`config.mk`:
```
export PLATFORM = sky130hd
export DESIGN_NAME = mbrsu_slave
export DESIGN_NICKNAME = d
export VERILOG_FILES = /design/src/mbrsu_pkg.sv /design/src/mbrsu_slave.sv
export SDC_FILE = /design/constraint.sdc
export NUM_CORES = 2
export LEC_CHECK = 0
export BUFFER_PORTS_ARGS = -buffer_cell sky130_fd_sc_hd__buf_2
export CAP_MARGIN = 0
export CORE_UTILIZATION = 45
export DETAILED_ROUTE_END_ITERATION = 10
export GPL_ROUTABILITY_DRIVEN = 1
export SETUP_SLACK_MARGIN = 0.2
export SLEW_MARGIN = 10
export SYNTH_ARGS = -nofsm -noshare
export SYNTH_HDL_FRONTEND = slang
export SYNTH_SLANG_ARGS = --single-unit
```
`constraint.sdc`:
```
create_clock -name core_clk -period 17.2 [get_ports core_clk]
set_input_delay 0.86 -clock core_clk [delete_from_list [all_inputs] [get_ports core_clk]]
set_output_delay 0.86 -clock core_clk [all_outputs]
set_load 0.02 [all_outputs]
```
`src/mbrsu_pkg.sv`:
```
// Constants for the serial request handler of the heater controller.
// Assumes one 40 MHz core clock; the serial line pins are synchronous inputs.
package mbrsu_pkg;

    localparam int          CLK_HZ       = 40_000_000;
    localparam int          BAUD_1200    = 1200;
    localparam int          BAUD_2400    = 2400;
    localparam int          BAUD_4800    = 4800;
    localparam int          BAUD_9600    = 9600;
    localparam int          DIV_W        = 16;
    localparam logic [5:0]  SILENCE_BITS = 6'h23;     // 3.5 chars of 10 bits
    localparam logic [3:0]  CHAR_LAST    = 4'h9;      // 10 bit times per char
    localparam logic [2:0]  DATA_LAST    = 3'h7;

    localparam logic [7:0]  FC_READ      = 8'h03;
    localparam logic [7:0]  FC_CLEAR     = 8'h05;
    localparam logic [7:0]  FC_WRITE1    = 8'h06;
    localparam logic [7:0]  FC_WRITEN    = 8'h10;
    localparam logic [7:0]  EXC_FLAG     = 8'h80;
    localparam logic [7:0]  EXC_FUNC     = 8'h01;
    localparam logic [7:0]  EXC_ADDR     = 8'h02;
    localparam logic [7:0]  EXC_VALUE    = 8'h03;

    localparam logic [7:0]  MODNUM_MIN   = 8'h01;
    localparam logic [7:0]  MODNUM_MAX   = 8'hFA;

    localparam logic [16:0] READ_LAST    = 17'h000A4;
    localparam logic [15:0] READ_MAX_CNT = 16'h007D;  // byte count fits one byte
    localparam logic [15:0] CLR_FIRST    = 16'h00A5;
    localparam logic [15:0] CLR_LAST     = 16'h00BA;
    localparam logic [16:0] SETUP_FIRST  = 17'h00000;
    localparam logic [16:0] SETTING_FIRST = 17'h0001F;
    localparam logic [16:0] SETTING_LAST = 17'h0002B; // setup 0..30 adjoins
    localparam logic [16:0] HSET_FIRST   = 17'h00047;
    localparam logic [16:0] HSET_LAST    = 17'h0006C;
    localparam logic [15:0] CLR_VALUE    = 16'hFF00;
    localparam logic [15:0] NOP_VALUE    = 16'h0000;

    localparam logic [15:0] CRC_INIT     = 16'hFFFF;
    localparam logic [15:0] CRC_POLY     = 16'hA001;
    localparam logic [15:0] FIXED_LEN    = 16'h0008;
    localparam logic [15:0] WRN_HDR_LEN  = 16'h0009;
    localparam logic [7:0]  ERR_LEN      = 8'h05;
    localparam logic [7:0]  ECHO_LEN     = 8'h08;
    localparam logic [7:0]  READ_OVH     = 8'h05;
    localparam logic [7:0]  WRN_DATA_POS = 8'h07;
    localparam logic [7:0]  WR1_DATA_POS = 8'h04;
    localparam logic [7:0]  MIN_FRAME    = 8'h04;

endpackage

```
`src/mbrsu_slave.sv`:
```
// Serial request handler: receives, checks and answers master packets.
// Assumes an external register store with a one-cycle read latency and a
// half-duplex line driver enabled by tx_drive_en.
`timescale 1ns/1ps

module mbrsu_slave #(
    parameter int BAUD_DIV_1200 = mbrsu_pkg::CLK_HZ / mbrsu_pkg::BAUD_1200,
    parameter int BAUD_DIV_2400 = mbrsu_pkg::CLK_HZ / mbrsu_pkg::BAUD_2400,
    parameter int BAUD_DIV_4800 = mbrsu_pkg::CLK_HZ / mbrsu_pkg::BAUD_4800,
    parameter int BAUD_DIV_9600 = mbrsu_pkg::CLK_HZ / mbrsu_pkg::BAUD_9600,
    parameter int RX_MAX        = 32
) (
    // Clock and reset
    input  wire logic        core_clk,
    input  wire logic        rst,
    // Configuration
    input  wire logic [1:0]  baud_sel,
    input  wire logic [7:0]  module_no,
    // Serial line
    input  wire logic        rx_line,
    output logic             tx_line,
    output logic             tx_drive_en,
    // Register read port
    output logic [15:0]      reg_rd_idx,
    input  wire logic [15:0] reg_rd_data,
    // Register write port
    output logic             reg_wr_strobe,
    output logic [15:0]      reg_wr_idx,
    output logic [15:0]      reg_wr_data,
    // Alarm and statistic clear port
    output logic             clr_strobe,
    output logic [15:0]      clr_idx
);

    localparam int IW = $clog2(RX_MAX);

    typedef enum logic [1:0] {
        RX_IDLE  = 2'b00,
        RX_START = 2'b01,
        RX_DATA  = 2'b10,
        RX_STOP  = 2'b11
    } mbrsu_rx_e;

    typedef enum logic [2:0] {
        S_RECV     = 3'b000,
        S_CHECK    = 3'b001,
        S_WRITE    = 3'b010,
        S_TX_LOAD  = 3'b011,
        S_TX_SHIFT = 3'b100
    } mbrsu_state_e;

    function automatic logic [15:0] crc_step(input logic [15:0] c, input logic [7:0] d);
        logic [15:0] r;
        r = c ^ {8'h00, d};
        for (int i = 0; i < 8; i++) begin
            r = r[0] ? ((r >> 1) ^ mbrsu_pkg::CRC_POLY) : (r >> 1);
        end
        return r;
    endfunction

    mbrsu_rx_e         rx_state;
    mbrsu_state_e      state;
    ////////////////////////////////////////////////////////////////////////////
    logic [mbrsu_pkg::DIV_W-1:0] bit_div;
    logic [mbrsu_pkg::DIV_W-1:0] rx_tmr;
    logic [mbrsu_pkg::DIV_W-1:0] sil_tmr;
    logic [mbrsu_pkg::DIV_W-1:0] tx_tmr;
    logic [2:0]        rx_bit;
    logic [7:0]        rx_sh;
    logic              byte_done;
    logic [5:0]        sil_bits;
    logic [7:0]        rx_buf [RX_MAX];
    logic [IW:0]       rx_len;
    logic              rx_bad;
    logic [15:0]       rx_crc;
    logic              frame_end;
    logic              frame_ok;
    logic [15:0]       f_idx;
    logic [15:0]       f_val;
    logic [16:0]       f_end;
    logic [15:0]       len16;
    logic [7:0]        next_exc;
    logic [7:0]        next_len;
    logic [7:0]        exc_q;
    logic [7:0]        len_q;
    logic [7:0]        pos;
    logic [7:0]        wr_k;
    logic [7:0]        wr_last;
    logic [7:0]        wr_base;
    logic [IW-1:0]     wr_pos;
    logic [7:0]        next_tx_byte;
    logic [15:0]       tx_crc;
    logic [9:0]        tx_sh;
    logic [3:0]        tx_bits;

    // Bit period scales with the chosen rate, and so does the silence
    always_comb begin
        case (baud_sel)
            2'b00:   bit_div = mbrsu_pkg::DIV_W'(BAUD_DIV_1200);
            2'b01:   bit_div = mbrsu_pkg::DIV_W'(BAUD_DIV_2400);
            2'b10:   bit_div = mbrsu_pkg::DIV_W'(BAUD_DIV_4800);
            default: bit_div = mbrsu_pkg::DIV_W'(BAUD_DIV_9600);
        endcase
    end

    ////////////////////////////////////////////////////////////////////////////
    // Character receiver, sampled mid-bit
    always_ff @(posedge core_clk or posedge rst) begin
        if (rst) begin
            rx_state  <= RX_IDLE;
            rx_tmr    <= '0;
            rx_bit    <= '0;
            rx_sh     <= 8'h00;
            byte_done <= 1'b0;
        end else begin
            byte_done <= 1'b0;
            rx_tmr    <= rx_tmr + 1'b1;
            case (rx_state)
                RX_IDLE: begin
                    rx_tmr <= '0;
                    if (!rx_line && state == S_RECV) begin
                        rx_state <= RX_START;
                    end
                end
                RX_START: begin
                    if (rx_tmr == (bit_div >> 1)) begin
                        rx_tmr   <= '0;
                        rx_bit   <= '0;
                        rx_state <= rx_line ? RX_IDLE : RX_DATA;
                    end
                end
                RX_DATA: begin
                    if (rx_tmr == bit_div - 1'b1) begin
                        rx_tmr <= '0;
                        rx_sh  <= {rx_line, rx_sh[7:1]};
                        rx_bit <= rx_bit + 1'b1;
                        if (rx_bit == mbrsu_pkg::DATA_LAST) begin
                            rx_state <= RX_STOP;
                        end
                    end
                end
                RX_STOP: begin
                    if (rx_tmr == bit_div - 1'b1) begin
                        byte_done <= rx_line;
                        rx_state  <= RX_IDLE;
                    end
                end
                default: rx_state <= RX_IDLE;
            endcase
        end
    end

    // Line silence in whole bit times since the last character
    always_ff @(posedge core_clk or posedge rst) begin
        if (rst) begin
            sil_tmr  <= '0;
            sil_bits <= mbrsu_pkg::SILENCE_BITS;
        end else if (rx_state != RX_IDLE || !rx_line) begin
            sil_tmr  <= '0;
            sil_bits <= '0;
        end else if (sil_bits != mbrsu_pkg::SILENCE_BITS) begin
            sil_tmr <= sil_tmr + 1'b1;
            if (sil_tmr == bit_div - 1'b1) begin
                sil_tmr  <= '0;
                sil_bits <= sil_bits + 1'b1;
            end
        end
    end

    assign frame_end = state == S_RECV && rx_len != '0
                       && sil_bits == mbrsu_pkg::SILENCE_BITS;

    // Packet buffer with running CRC; residue zero means a clean packet
    always_ff @(posedge core_clk or posedge rst) begin
        if (rst) begin
            rx_len <= '0;
            rx_bad <= 1'b0;
            rx_crc <= mbrsu_pkg::CRC_INIT;
            for (int i = 0; i < RX_MAX; i++) begin
                rx_buf[i] <= 8'h00;
            end
        end else if (state == S_CHECK) begin
            rx_len <= '0;
            rx_bad <= 1'b0;
            rx_crc <= mbrsu_pkg::CRC_INIT;
        end else if (byte_done && state == S_RECV) begin
            rx_crc <= crc_step(rx_crc, rx_sh);
            if (rx_len == (IW + 1)'(RX_MAX)) begin
                rx_bad <= 1'b1;
            end else begin
                rx_buf[rx_len[IW-1:0]] <= rx_sh;
                rx_len <= rx_len + 1'b1;
            end
        end
    end

    ////////////////////////////////////////////////////////////////////////////
    // Request decoding
    assign f_idx = {rx_buf[2], rx_buf[3]};
    assign f_val = {rx_buf[4], rx_buf[5]};
    assign f_end = {1'b0, f_idx} + {1'b0, f_val} - 17'h00001;
    assign len16 = 16'(rx_len);

    assign frame_ok = !rx_bad && rx_len >= (IW + 1)'(mbrsu_pkg::MIN_FRAME)
                      && rx_crc == 16'h0000
                      && module_no >= mbrsu_pkg::MODNUM_MIN
                      && module_no <= mbrsu_pkg::MODNUM_MAX
                      && rx_buf[0] == module_no;

    always_comb begin
        next_exc = 8'h00;
        case (rx_buf[1])
            mbrsu_pkg::FC_READ: begin
                if (len16 != mbrsu_pkg::FIXED_LEN || f_val == 16'h0000
                    || f_val > mbrsu_pkg::READ_MAX_CNT) begin
                    next_exc = mbrsu_pkg::EXC_VALUE;
                end else if (f_end > mbrsu_pkg::READ_LAST) begin
                    next_exc = mbrsu_pkg::EXC_ADDR;
                end
            end
            mbrsu_pkg::FC_CLEAR: begin
                if (len16 != mbrsu_pkg::FIXED_LEN) begin
                    next_exc = mbrsu_pkg::EXC_VALUE;
                end else if (f_idx < mbrsu_pkg::CLR_FIRST || f_idx > mbrsu_pkg::CLR_LAST) begin
                    next_exc = mbrsu_pkg::EXC_ADDR;
                end else if (f_val != mbrsu_pkg::CLR_VALUE && f_val != mbrsu_pkg::NOP_VALUE) begin
                    next_exc = mbrsu_pkg::EXC_VALUE;
                end
            end
            mbrsu_pkg::FC_WRITE1: begin
                if (len16 != mbrsu_pkg::FIXED_LEN) begin
                    next_exc = mbrsu_pkg::EXC_VALUE;
                end else if (!({1'b0, f_idx} <= mbrsu_pkg::SETTING_LAST
                               || ({1'b0, f_idx} >= mbrsu_pkg::HSET_FIRST
                                   && {1'b0, f_idx} <= mbrsu_pkg::HSET_LAST))) begin
                    next_exc = mbrsu_pkg::EXC_ADDR;
                end
            end
            mbrsu_pkg::FC_WRITEN: begin
                if (f_val == 16'h0000 || {8'h00, rx_buf[6]} != {f_val[14:0], 1'b0}
                    || len16 != mbrsu_pkg::WRN_HDR_LEN + {f_val[14:0], 1'b0}) begin
                    next_exc = mbrsu_pkg::EXC_VALUE;
                end else if (!(({1'b0, f_idx} >= mbrsu_pkg::SETTING_FIRST
                                && f_end <= mbrsu_pkg::SETTING_LAST)
                               || ({1'b0, f_idx} >= mbrsu_pkg::HSET_FIRST
                                   && f_end <= mbrsu_pkg::HSET_LAST))) begin
                    next_exc = mbrsu_pkg::EXC_ADDR;
                end
            end
            default: next_exc = mbrsu_pkg::EXC_FUNC;
        endcase
    end

    assign next_len = (next_exc != 8'h00) ? mbrsu_pkg::ERR_LEN
                    : (rx_buf[1] == mbrsu_pkg::FC_READ)
                      ? mbrsu_pkg::READ_OVH + {f_val[6:0], 1'b0}
                      : mbrsu_pkg::ECHO_LEN;

    ////////////////////////////////////////////////////////////////////////////
    // Answer byte for the current position
    always_comb begin
        if (pos == 8'h00) begin
            next_tx_byte = rx_buf[0];
        end else if (pos == 8'h01) begin
            next_tx_byte = (exc_q != 8'h00) ? (rx_buf[1] | mbrsu_pkg::EXC_FLAG)
                                            : rx_buf[1];
        end else if (pos == len_q - 8'h02) begin
            next_tx_byte = tx_crc[7:0];
        end else if (pos == len_q - 8'h01) begin
            next_tx_byte = tx_crc[15:8];
        end else if (exc_q != 8'h00) begin
            next_tx_byte = exc_q;
        end else if (rx_buf[1] == mbrsu_pkg::FC_READ) begin
            if (pos == 8'h02) begin
                next_tx_byte = {f_val[6:0], 1'b0};
            end else begin
                next_tx_byte = pos[0] ? reg_rd_data[15:8] : reg_rd_data[7:0];
            end
        end else begin
            next_tx_byte = rx_buf[pos[IW-1:0]];
        end
    end

    assign wr_last = (rx_buf[1] == mbrsu_pkg::FC_WRITEN) ? f_val[7:0] - 8'h01 : 8'h00;
    assign wr_base = (rx_buf[1] == mbrsu_pkg::FC_WRITEN) ? mbrsu_pkg::WRN_DATA_POS
                                                         : mbrsu_pkg::WR1_DATA_POS;
    assign wr_pos  = IW'(wr_base + {wr_k[6:0], 1'b0});

    ////////////////////////////////////////////////////////////////////////////
    // Sequencer: check, write, then transmit the answer
    always_ff @(posedge core_clk or posedge rst) begin
        if (rst) begin
            state      <= S_RECV;
            exc_q      <= 8'h00;
            len_q      <= 8'h00;
            pos        <= 8'h00;
            wr_k       <= 8'h00;
            tx_crc     <= mbrsu_pkg::CRC_INIT;
            tx_sh      <= 10'h3FF;
            tx_tmr     <= '0;
            tx_bits    <= 4'h0;
            reg_rd_idx <= 16'h0000;
        end else begin
            case (state)
                S_RECV: begin
                    if (frame_end) begin
                        state <= S_CHECK;
                    end
                end
                S_CHECK: begin
                    exc_q      <= next_exc;
                    len_q      <= next_len;
                    pos        <= 8'h00;
                    wr_k       <= 8'h00;
                    tx_crc     <= mbrsu_pkg::CRC_INIT;
                    reg_rd_idx <= f_idx;
                    if (!frame_ok) begin
                        state <= S_RECV;
                    end else if (next_exc == 8'h00 && (rx_buf[1] == mbrsu_pkg::FC_WRITE1
                                 || rx_buf[1] == mbrsu_pkg::FC_WRITEN)) begin
                        state <= S_WRITE;
                    end else begin
                        state <= S_TX_LOAD;
                    end
                end
                S_WRITE: begin
                    wr_k <= wr_k + 8'h01;
                    if (wr_k == wr_last) begin
                        state <= S_TX_LOAD;
                    end
                end
                S_TX_LOAD: begin
                    tx_sh   <= {1'b1, next_tx_byte, 1'b0};
                    tx_tmr  <= '0;
                    tx_bits <= 4'h0;
                    if (pos < len_q - 8'h02) begin
                        tx_crc <= crc_step(tx_crc, next_tx_byte);
                    end
                    if (exc_q == 8'h00 && rx_buf[1] == mbrsu_pkg::FC_READ
                        && pos > 8'h03 && !pos[0]) begin
                        reg_rd_idx <= reg_rd_idx + 16'h0001;
                    end
                    state <= S_TX_SHIFT;
                end
                S_TX_SHIFT: begin
                    tx_tmr <= tx_tmr + 1'b1;
                    if (tx_tmr == bit_div - 1'b1) begin
                        tx_tmr  <= '0;
                        tx_sh   <= {1'b1, tx_sh[9:1]};
                        tx_bits <= tx_bits + 4'h1;
                        if (tx_bits == mbrsu_pkg::CHAR_LAST) begin
                            pos   <= pos + 8'h01;
                            state <= (pos == len_q - 8'h01) ? S_RECV : S_TX_LOAD;
                        end
                    end
                end
                default: state <= S_RECV;
            endcase
        end
    end

    assign tx_line = tx_sh[0];

    always_ff @(posedge core_clk or posedge rst) begin
        if (rst) begin
            tx_drive_en <= 1'b0;
        end else begin
            tx_drive_en <= state == S_TX_LOAD || state == S_TX_SHIFT;
        end
    end

    // Register writes only after the whole packet has proven clean
    always_ff @(posedge core_clk or posedge rst) begin
        if (rst) begin
            reg_wr_strobe <= 1'b0;
            reg_wr_idx    <= 16'h0000;
            reg_wr_data   <= 16'h0000;
        end else begin
            reg_wr_strobe <= state == S_WRITE;
            if (state == S_WRITE) begin
                reg_wr_idx  <= f_idx + {8'h00, wr_k};
                reg_wr_data <= {rx_buf[wr_pos], rx_buf[wr_pos + IW'(1)]};
            end
        end
    end

    // Zero value is accepted but raises no clear
    always_ff @(posedge core_clk or posedge rst) begin
        if (rst) begin
            clr_strobe <= 1'b0;
            clr_idx    <= 16'h0000;
        end else begin
            clr_strobe <= state == S_CHECK && frame_ok && next_exc == 8'h00
                          && rx_buf[1] == mbrsu_pkg::FC_CLEAR
                          && f_val == mbrsu_pkg::CLR_VALUE;
            if (state == S_CHECK) begin
                clr_idx <= f_idx;
            end
        end
    end

endmodule // mbrsu_slave

```
Yosys cells after proc, flatten, opt, wreduce, memory -nomap -nowiden

Index checks and enable logic that the tools add are counted.

Eq/ne operators: 45
Multipliers: 0
Divide/modulo/power cells: 0
Bitwise gates (word level): 24
Multiplexer cells: 103
Add/subtract/negate cells: 21
Shift operators: 0
Reduce and logical (&&, ||, !) cells: 69
$lt $le $gt $ge: 20

Operator list:

| cell                  | count |
|---|---|
| $mux 16               | 26 |
| $bwmux 256            | 1 |
| $mux 8                | 21 |
| $bmux 8 s5            | 3 |
| $pmux 16 s2           | 3 |
| $pmux 16 s3           | 2 |
| $add 16x1->16 const B | 4 |
| $eq 16x16->1          | 3 |
| $not 2->3             | 16 |
| $demux 8 s5           | 1 |
| $mux 2                | 18 |
| $mux 6                | 6 |
| $eq 8x8->1            | 4 |
| $logic_not 16->1      | 2 |
| $pmux 8 s2            | 2 |
| $pmux 8 s4            | 1 |
| $xor 16x8->16         | 2 |
| $ge 6x6->1 const B    | 4 |
| $logic_not 8->1       | 3 |
| $not 5->6             | 4 |
| $logic_and 1x1->1     | 22 |
| $ne 2x2->1 const B    | 11 |
| $pmux 10 s2           | 1 |
| $reduce_bool 2->1     | 10 |
| 69 further kinds      | 112 |

Word-level logic and storage cells: 340
Bits in latches: 0
ROM bits: 0
Memories: 0
Register bits after elaboration: 479
Memory bits (writable): 0
Bits of input ports: 29
Output and inout port bits: 68

Longest topological paths before layout

Word-level depth: 29
Gate-level depth with buffers: 21
Depth with buffers taken out: 18

Worst setup path before layout

Ideal clock, no wire load.

Path type: reg-to-reg
Start: register rx_buf[241] (netlist name)
End: register reg_wr_data[1]
Clock period less this slack: 5.359 ns
Buffers on the path: 7
Arrival time: 5.225 ns
Required time: 17.066 ns
Path slack: 11.841 ns
Stages on the path, launching flop included: 18
Library setup time: 0.134 ns
Path through: dfrtp_1 -> clkbuf_1 -> nor4b_1 -> nand2_1 -> inv_1 -> buf_1 -> clkbuf_1 -> buf_1 -> buf_1 -> ha_1 -> inv_1 -> ha_1 -> clkbuf_1 -> xnor2_1 -> clkbuf_1 -> mux4_2 -> mux2i_1 -> o21ai_0

Word-level cells in the longest chain between the ends: 8

Ends and longest elaborated chain:

| element                                      | line               | source |
|---|---|---|
| from (decl)                                  | mbrsu_slave.sv:72  | `logic [7:0] rx_buf [RX_MAX];` |
| from (signal, indexed assignment)            | mbrsu_slave.sv:191 | `rx_buf[rx_len[IW-1:0]] <= rx_sh;` |
| $eq 8x5->1                                   | mbrsu_slave.sv:285 | `assign wr_base = (rx_buf[1] == mbrsu_pkg::FC_WRITEN) ? mbrsu_pkg::WRN_DATA_POS` |
| $mux 2                                       | mbrsu_slave.sv:285 |  |
| $add 3x5->5                                  | mbrsu_slave.sv:287 | `assign wr_pos = IW'(wr_base + {wr_k[6:0], 1'b0});` |
| $add 5x1->5                                  | mbrsu_slave.sv:382 | `reg_wr_data <= {rx_buf[wr_pos], rx_buf[wr_pos + IW'(1)]};` |
| $not 5->6 (implied by the code)              | mbrsu_slave.sv:382 |  |
| $bmux 8 s5 *                                 | mbrsu_slave.sv:382 |  |
| $mux 8 (implied by the code) * (2 in series) | mbrsu_slave.sv:382 |  |
| to (signal assigned)                         | mbrsu_slave.sv:382 |  |
| to (decl)                                    | mbrsu_slave.sv:29  | `output logic [15:0] reg_wr_data,` |

Every way passes the cells marked *; elsewhere a longest branch is shown, timed or not. The select of a mux whose other input is x is not followed.
A chain may end at the register's enable or synchronous reset.

Worst setup path in the final report

Start: register rx_buf[240] (netlist name)
End: register reg_wr_data[1]

Word-level cells in the longest chain between the ends: 8

Ends and longest elaborated chain:

| element                                    | line |
|---|---|
| $eq 8x5->1                                 | mbrsu_slave.sv:285 |
| $mux 2                                     | mbrsu_slave.sv:285 |
| $add 3x5->5                                | mbrsu_slave.sv:287 |
| $add 5x1->5                                | mbrsu_slave.sv:382 |
| $not 5->6 (implied by the code)            | mbrsu_slave.sv:382 |
| $bmux 8 s5                                 | mbrsu_slave.sv:382 |
| $mux 8 (implied by the code) (2 in series) | mbrsu_slave.sv:382 |

No other way between the ends. The select of a mux whose other input is x is not followed.

==> results.sh <==
export IMPL_ys_types=88
export IMPL_io_buffers=96
export IMPL_path_max_fanout=55
export IMPL_status="finished clean"
export IMPL_antenna_found_initial=6
export IMPL_grt_pass1_wl_um=158000
export IMPL_synth_edf_count=0
export IMPL_final_cells=3849
export IMPL_numCtsBuffers=54
export IMPL_synthToLayoutAreaGrowth_pct=9.88
export IMPL_utilization=0.502
export IMPL_endpoint="reg_wr_data[1]"
export IMPL_timing_rr_end="reg_wr_data[1]"
export IMPL_critPathLaunch="rx_buf[240]"
export IMPL_finalCritPeriodShare=0.366
export IMPL_clockBufferDepth=3
export IMPL_hpwl_um=73000
export IMPL_cts_tree="done"
export IMPL_cts_sinks=472
export IMPL_worst_setup_path_start_kind="flop"
export IMPL_ys_async_sr_fraction=1.00
export IMPL_post_cts_setup_buffers=0
export IMPL_hold_violations=0
export IMPL_antenna_left=0
export IMPL_wl_per_cell_um=27.1
export IMPL_initial_core_util=0.457
export IMPL_syn_num_nets=3056
export IMPL_fin_worst_skew_ps=28.6
export IMPL_final_common_cell="dfrtp_1"
export IMPL_ys_ff_latch=472
export IMPL_finalSetupTns_ps=0
export IMPL_grt_start_max_net_pins=158
export IMPL_gp_congestion=1.04
export IMPL_vias_per_cell=6.55
export IMPL_clockRootBuffer="clkbuf_16"
export IMPL_arrival_ps=6780
export IMPL_p_per_area_mw_per_mm2=74.0
export IMPL_ys_warn_count=0
export IMPL_p_total_mw=2.50
export IMPL_yosys_most_used_dff="dfrtp_1"
export IMPL_r2r_cells=10
export IMPL_drt_iter0_markers=2894
export IMPL_clk_pin_slew_ps=60
export IMPL_fp_row_count=95
export IMPL_die_y_um=264
export IMPL_dp_slack_ps=10970
export IMPL_fin_crit_ps=6300
export IMPL_fin_area_mm2=0.0338
export IMPL_fmax_mhz=159
export IMPL_num_vias=25200
export IMPL_insertion_delay_ps=630
export IMPL_drc=0
export IMPL_hold_buffers=0
export IMPL_synth_area_mm2=0.0308
export IMPL_leakagePower_nw=15.1
export IMPL_r2r_start="rx_buf[240]"
export IMPL_coreArea_mm2=0.0674
export IMPL_hold_class="input pin to async pin"
export IMPL_dieArea_mm2=0.0695
export IMPL_die_x_um=264
export IMPL_final_setup_viol_count=0
export IMPL_setup_ws_ps=10900
export IMPL_grt_usage=0.300
export IMPL_htreeDepth=2
export IMPL_endpoint_kind="flop"
export IMPL_drt_pre_antenna_iters=8
export IMPL_synth_area_per_cell_um2=10.5
export IMPL_crit_type="flop to flop"
export IMPL_dp_cells=3744
export IMPL_worst_pin_slew_ps=1290
export IMPL_hold_ws_ps=412
export IMPL_grt_pass1_vias=24300
export IMPL_nets=3044
export IMPL_ys_seq_area_frac=0.385
export IMPL_grt_setup_unrepaired="false"
export IMPL_overflow=0
export IMPL_worstPathRequired_ps=17680
export IMPL_postSynthCellCount=2939
export IMPL_cts_resized=0
export IMPL_drive_gt1_frac=0.254
export IMPL_io_pins=97
export IMPL_r2r_slack_ps=10900
export IMPL_final_cell_mix="dfrtp_1, mux2_2, nand2_1"
export IMPL_max_slew_margin=0.133
export IMPL_slew_violations=0
export IMPL_post_dp_cell_area_mm2=0.0320
export IMPL_wl_um=104000
export IMPL_ir_worst_vdd_mv=0.0826
export IMPL_drv_cap=0
## power breakdown
part / internal (mW) / switching [mW]
Sequential: 1.14 / 0.0306
Clock: 0.708 / 0.491
Combinational: 0.0476 / 0.0866
Total: 1.89 / 0.608
## cell usage after synthesis, drive strengths merged, types with 26 or more instances
cell type,count,share of area
a21oi,143,0.023
dfstp,44,0.038
a211oi,31,0.0076
o22ai,26,0.0053
ha,86,0.035
dfrtp,428,0.35
xnor2,109,0.032
o21ai,184,0.030
buf,58,0.010
mux2i,68,0.022
clkbuf,163,0.020
nor2,196,0.024
and3,42,0.0085
nor3,87,0.014
nand3,90,0.015
nand2,250,0.030
inv,107,0.013
xor2,54,0.015
nand4,35,0.0071
mux2,260,0.095
mux4,175,0.13
## flip-flops by register name (all words and copies together) (netlist names), 9 cells and up, named ones only
register	count
rx_buf	224
clr_idx	16
f_idx	16
f_val	16
reg_rd_idx	16
reg_wr_data	16
reg_wr_idx	16
rx_crc	16
rx_tmr	16
sil_tmr	16
tx_crc	16
tx_tmr	16
tx_sh	9
## worst min-delay path by stage
| stage | start | end | slack (ps) |
|---|---|---|---|
| 2_1_floorplan | rx_bit[1] | rx_bit[1] | 440 |
| 3_3_place_gp | reg_wr_idx[0] | reg_wr_idx[0] | 450 |
| 3_5_place_dp | reg_wr_idx[0] | reg_wr_idx[0] | 470 |
| 4_1_cts | rst | sil_tmr[3] | 440 |
| 5_1_grt | rst | sil_tmr[8] | 470 |
| 6_report | rst | sil_tmr[13] | 410 |
## per-layer routing
| layer | share of wire | global-route usage | routed length, µm |
|---|---|---|---|
| met1 | 0.40 | 0.399 | 42000 |
| met2 | 0.45 | 0.462 | 46900 |
| met3 | 0.089 | 0.0659 | 9320 |
| met4 | 0.057 | 0.151 | 5940 |
| met5 | 0.0014 | 0.0118 | 149 |
## layout make-up
cell class,instances,area [µm²]
diodes,5,12.5
clock buffers,75,1520
clock inverters,25,307
fillers,6022,33600
inverters,108,413
multi-input cells,2138,17700
flip-flops and latches,472,11900
well taps,873,1090
repair buffers,153,921
## logic make-up after synthesis
| group | Yosys count | share of synthesized area |
|---|---|---|
| flops | 472 | 0.385 |
| xor+xnor | 164 | 0.0483 |
| buf+inv | 329 | 0.0435 |
| fa+ha+maj | 88 | 0.0362 |
| compound gates | 541 | 0.107 |
| simple gates | 842 | 0.132 |
| mux | 503 | 0.247 |
## worst max-delay path, cell delays in order (launching register included)
cell,delay [ps]
dfrtp_1,550
nor4b_1,740
nand2_4,490
inv_2,830
ha_4,490
buf_4,800
buf_4,820
mux4_2,590
mux4_2,490
mux2i_1,170
o21ai_0,90
No activity file was read; power rests on OpenSTA's default activity.
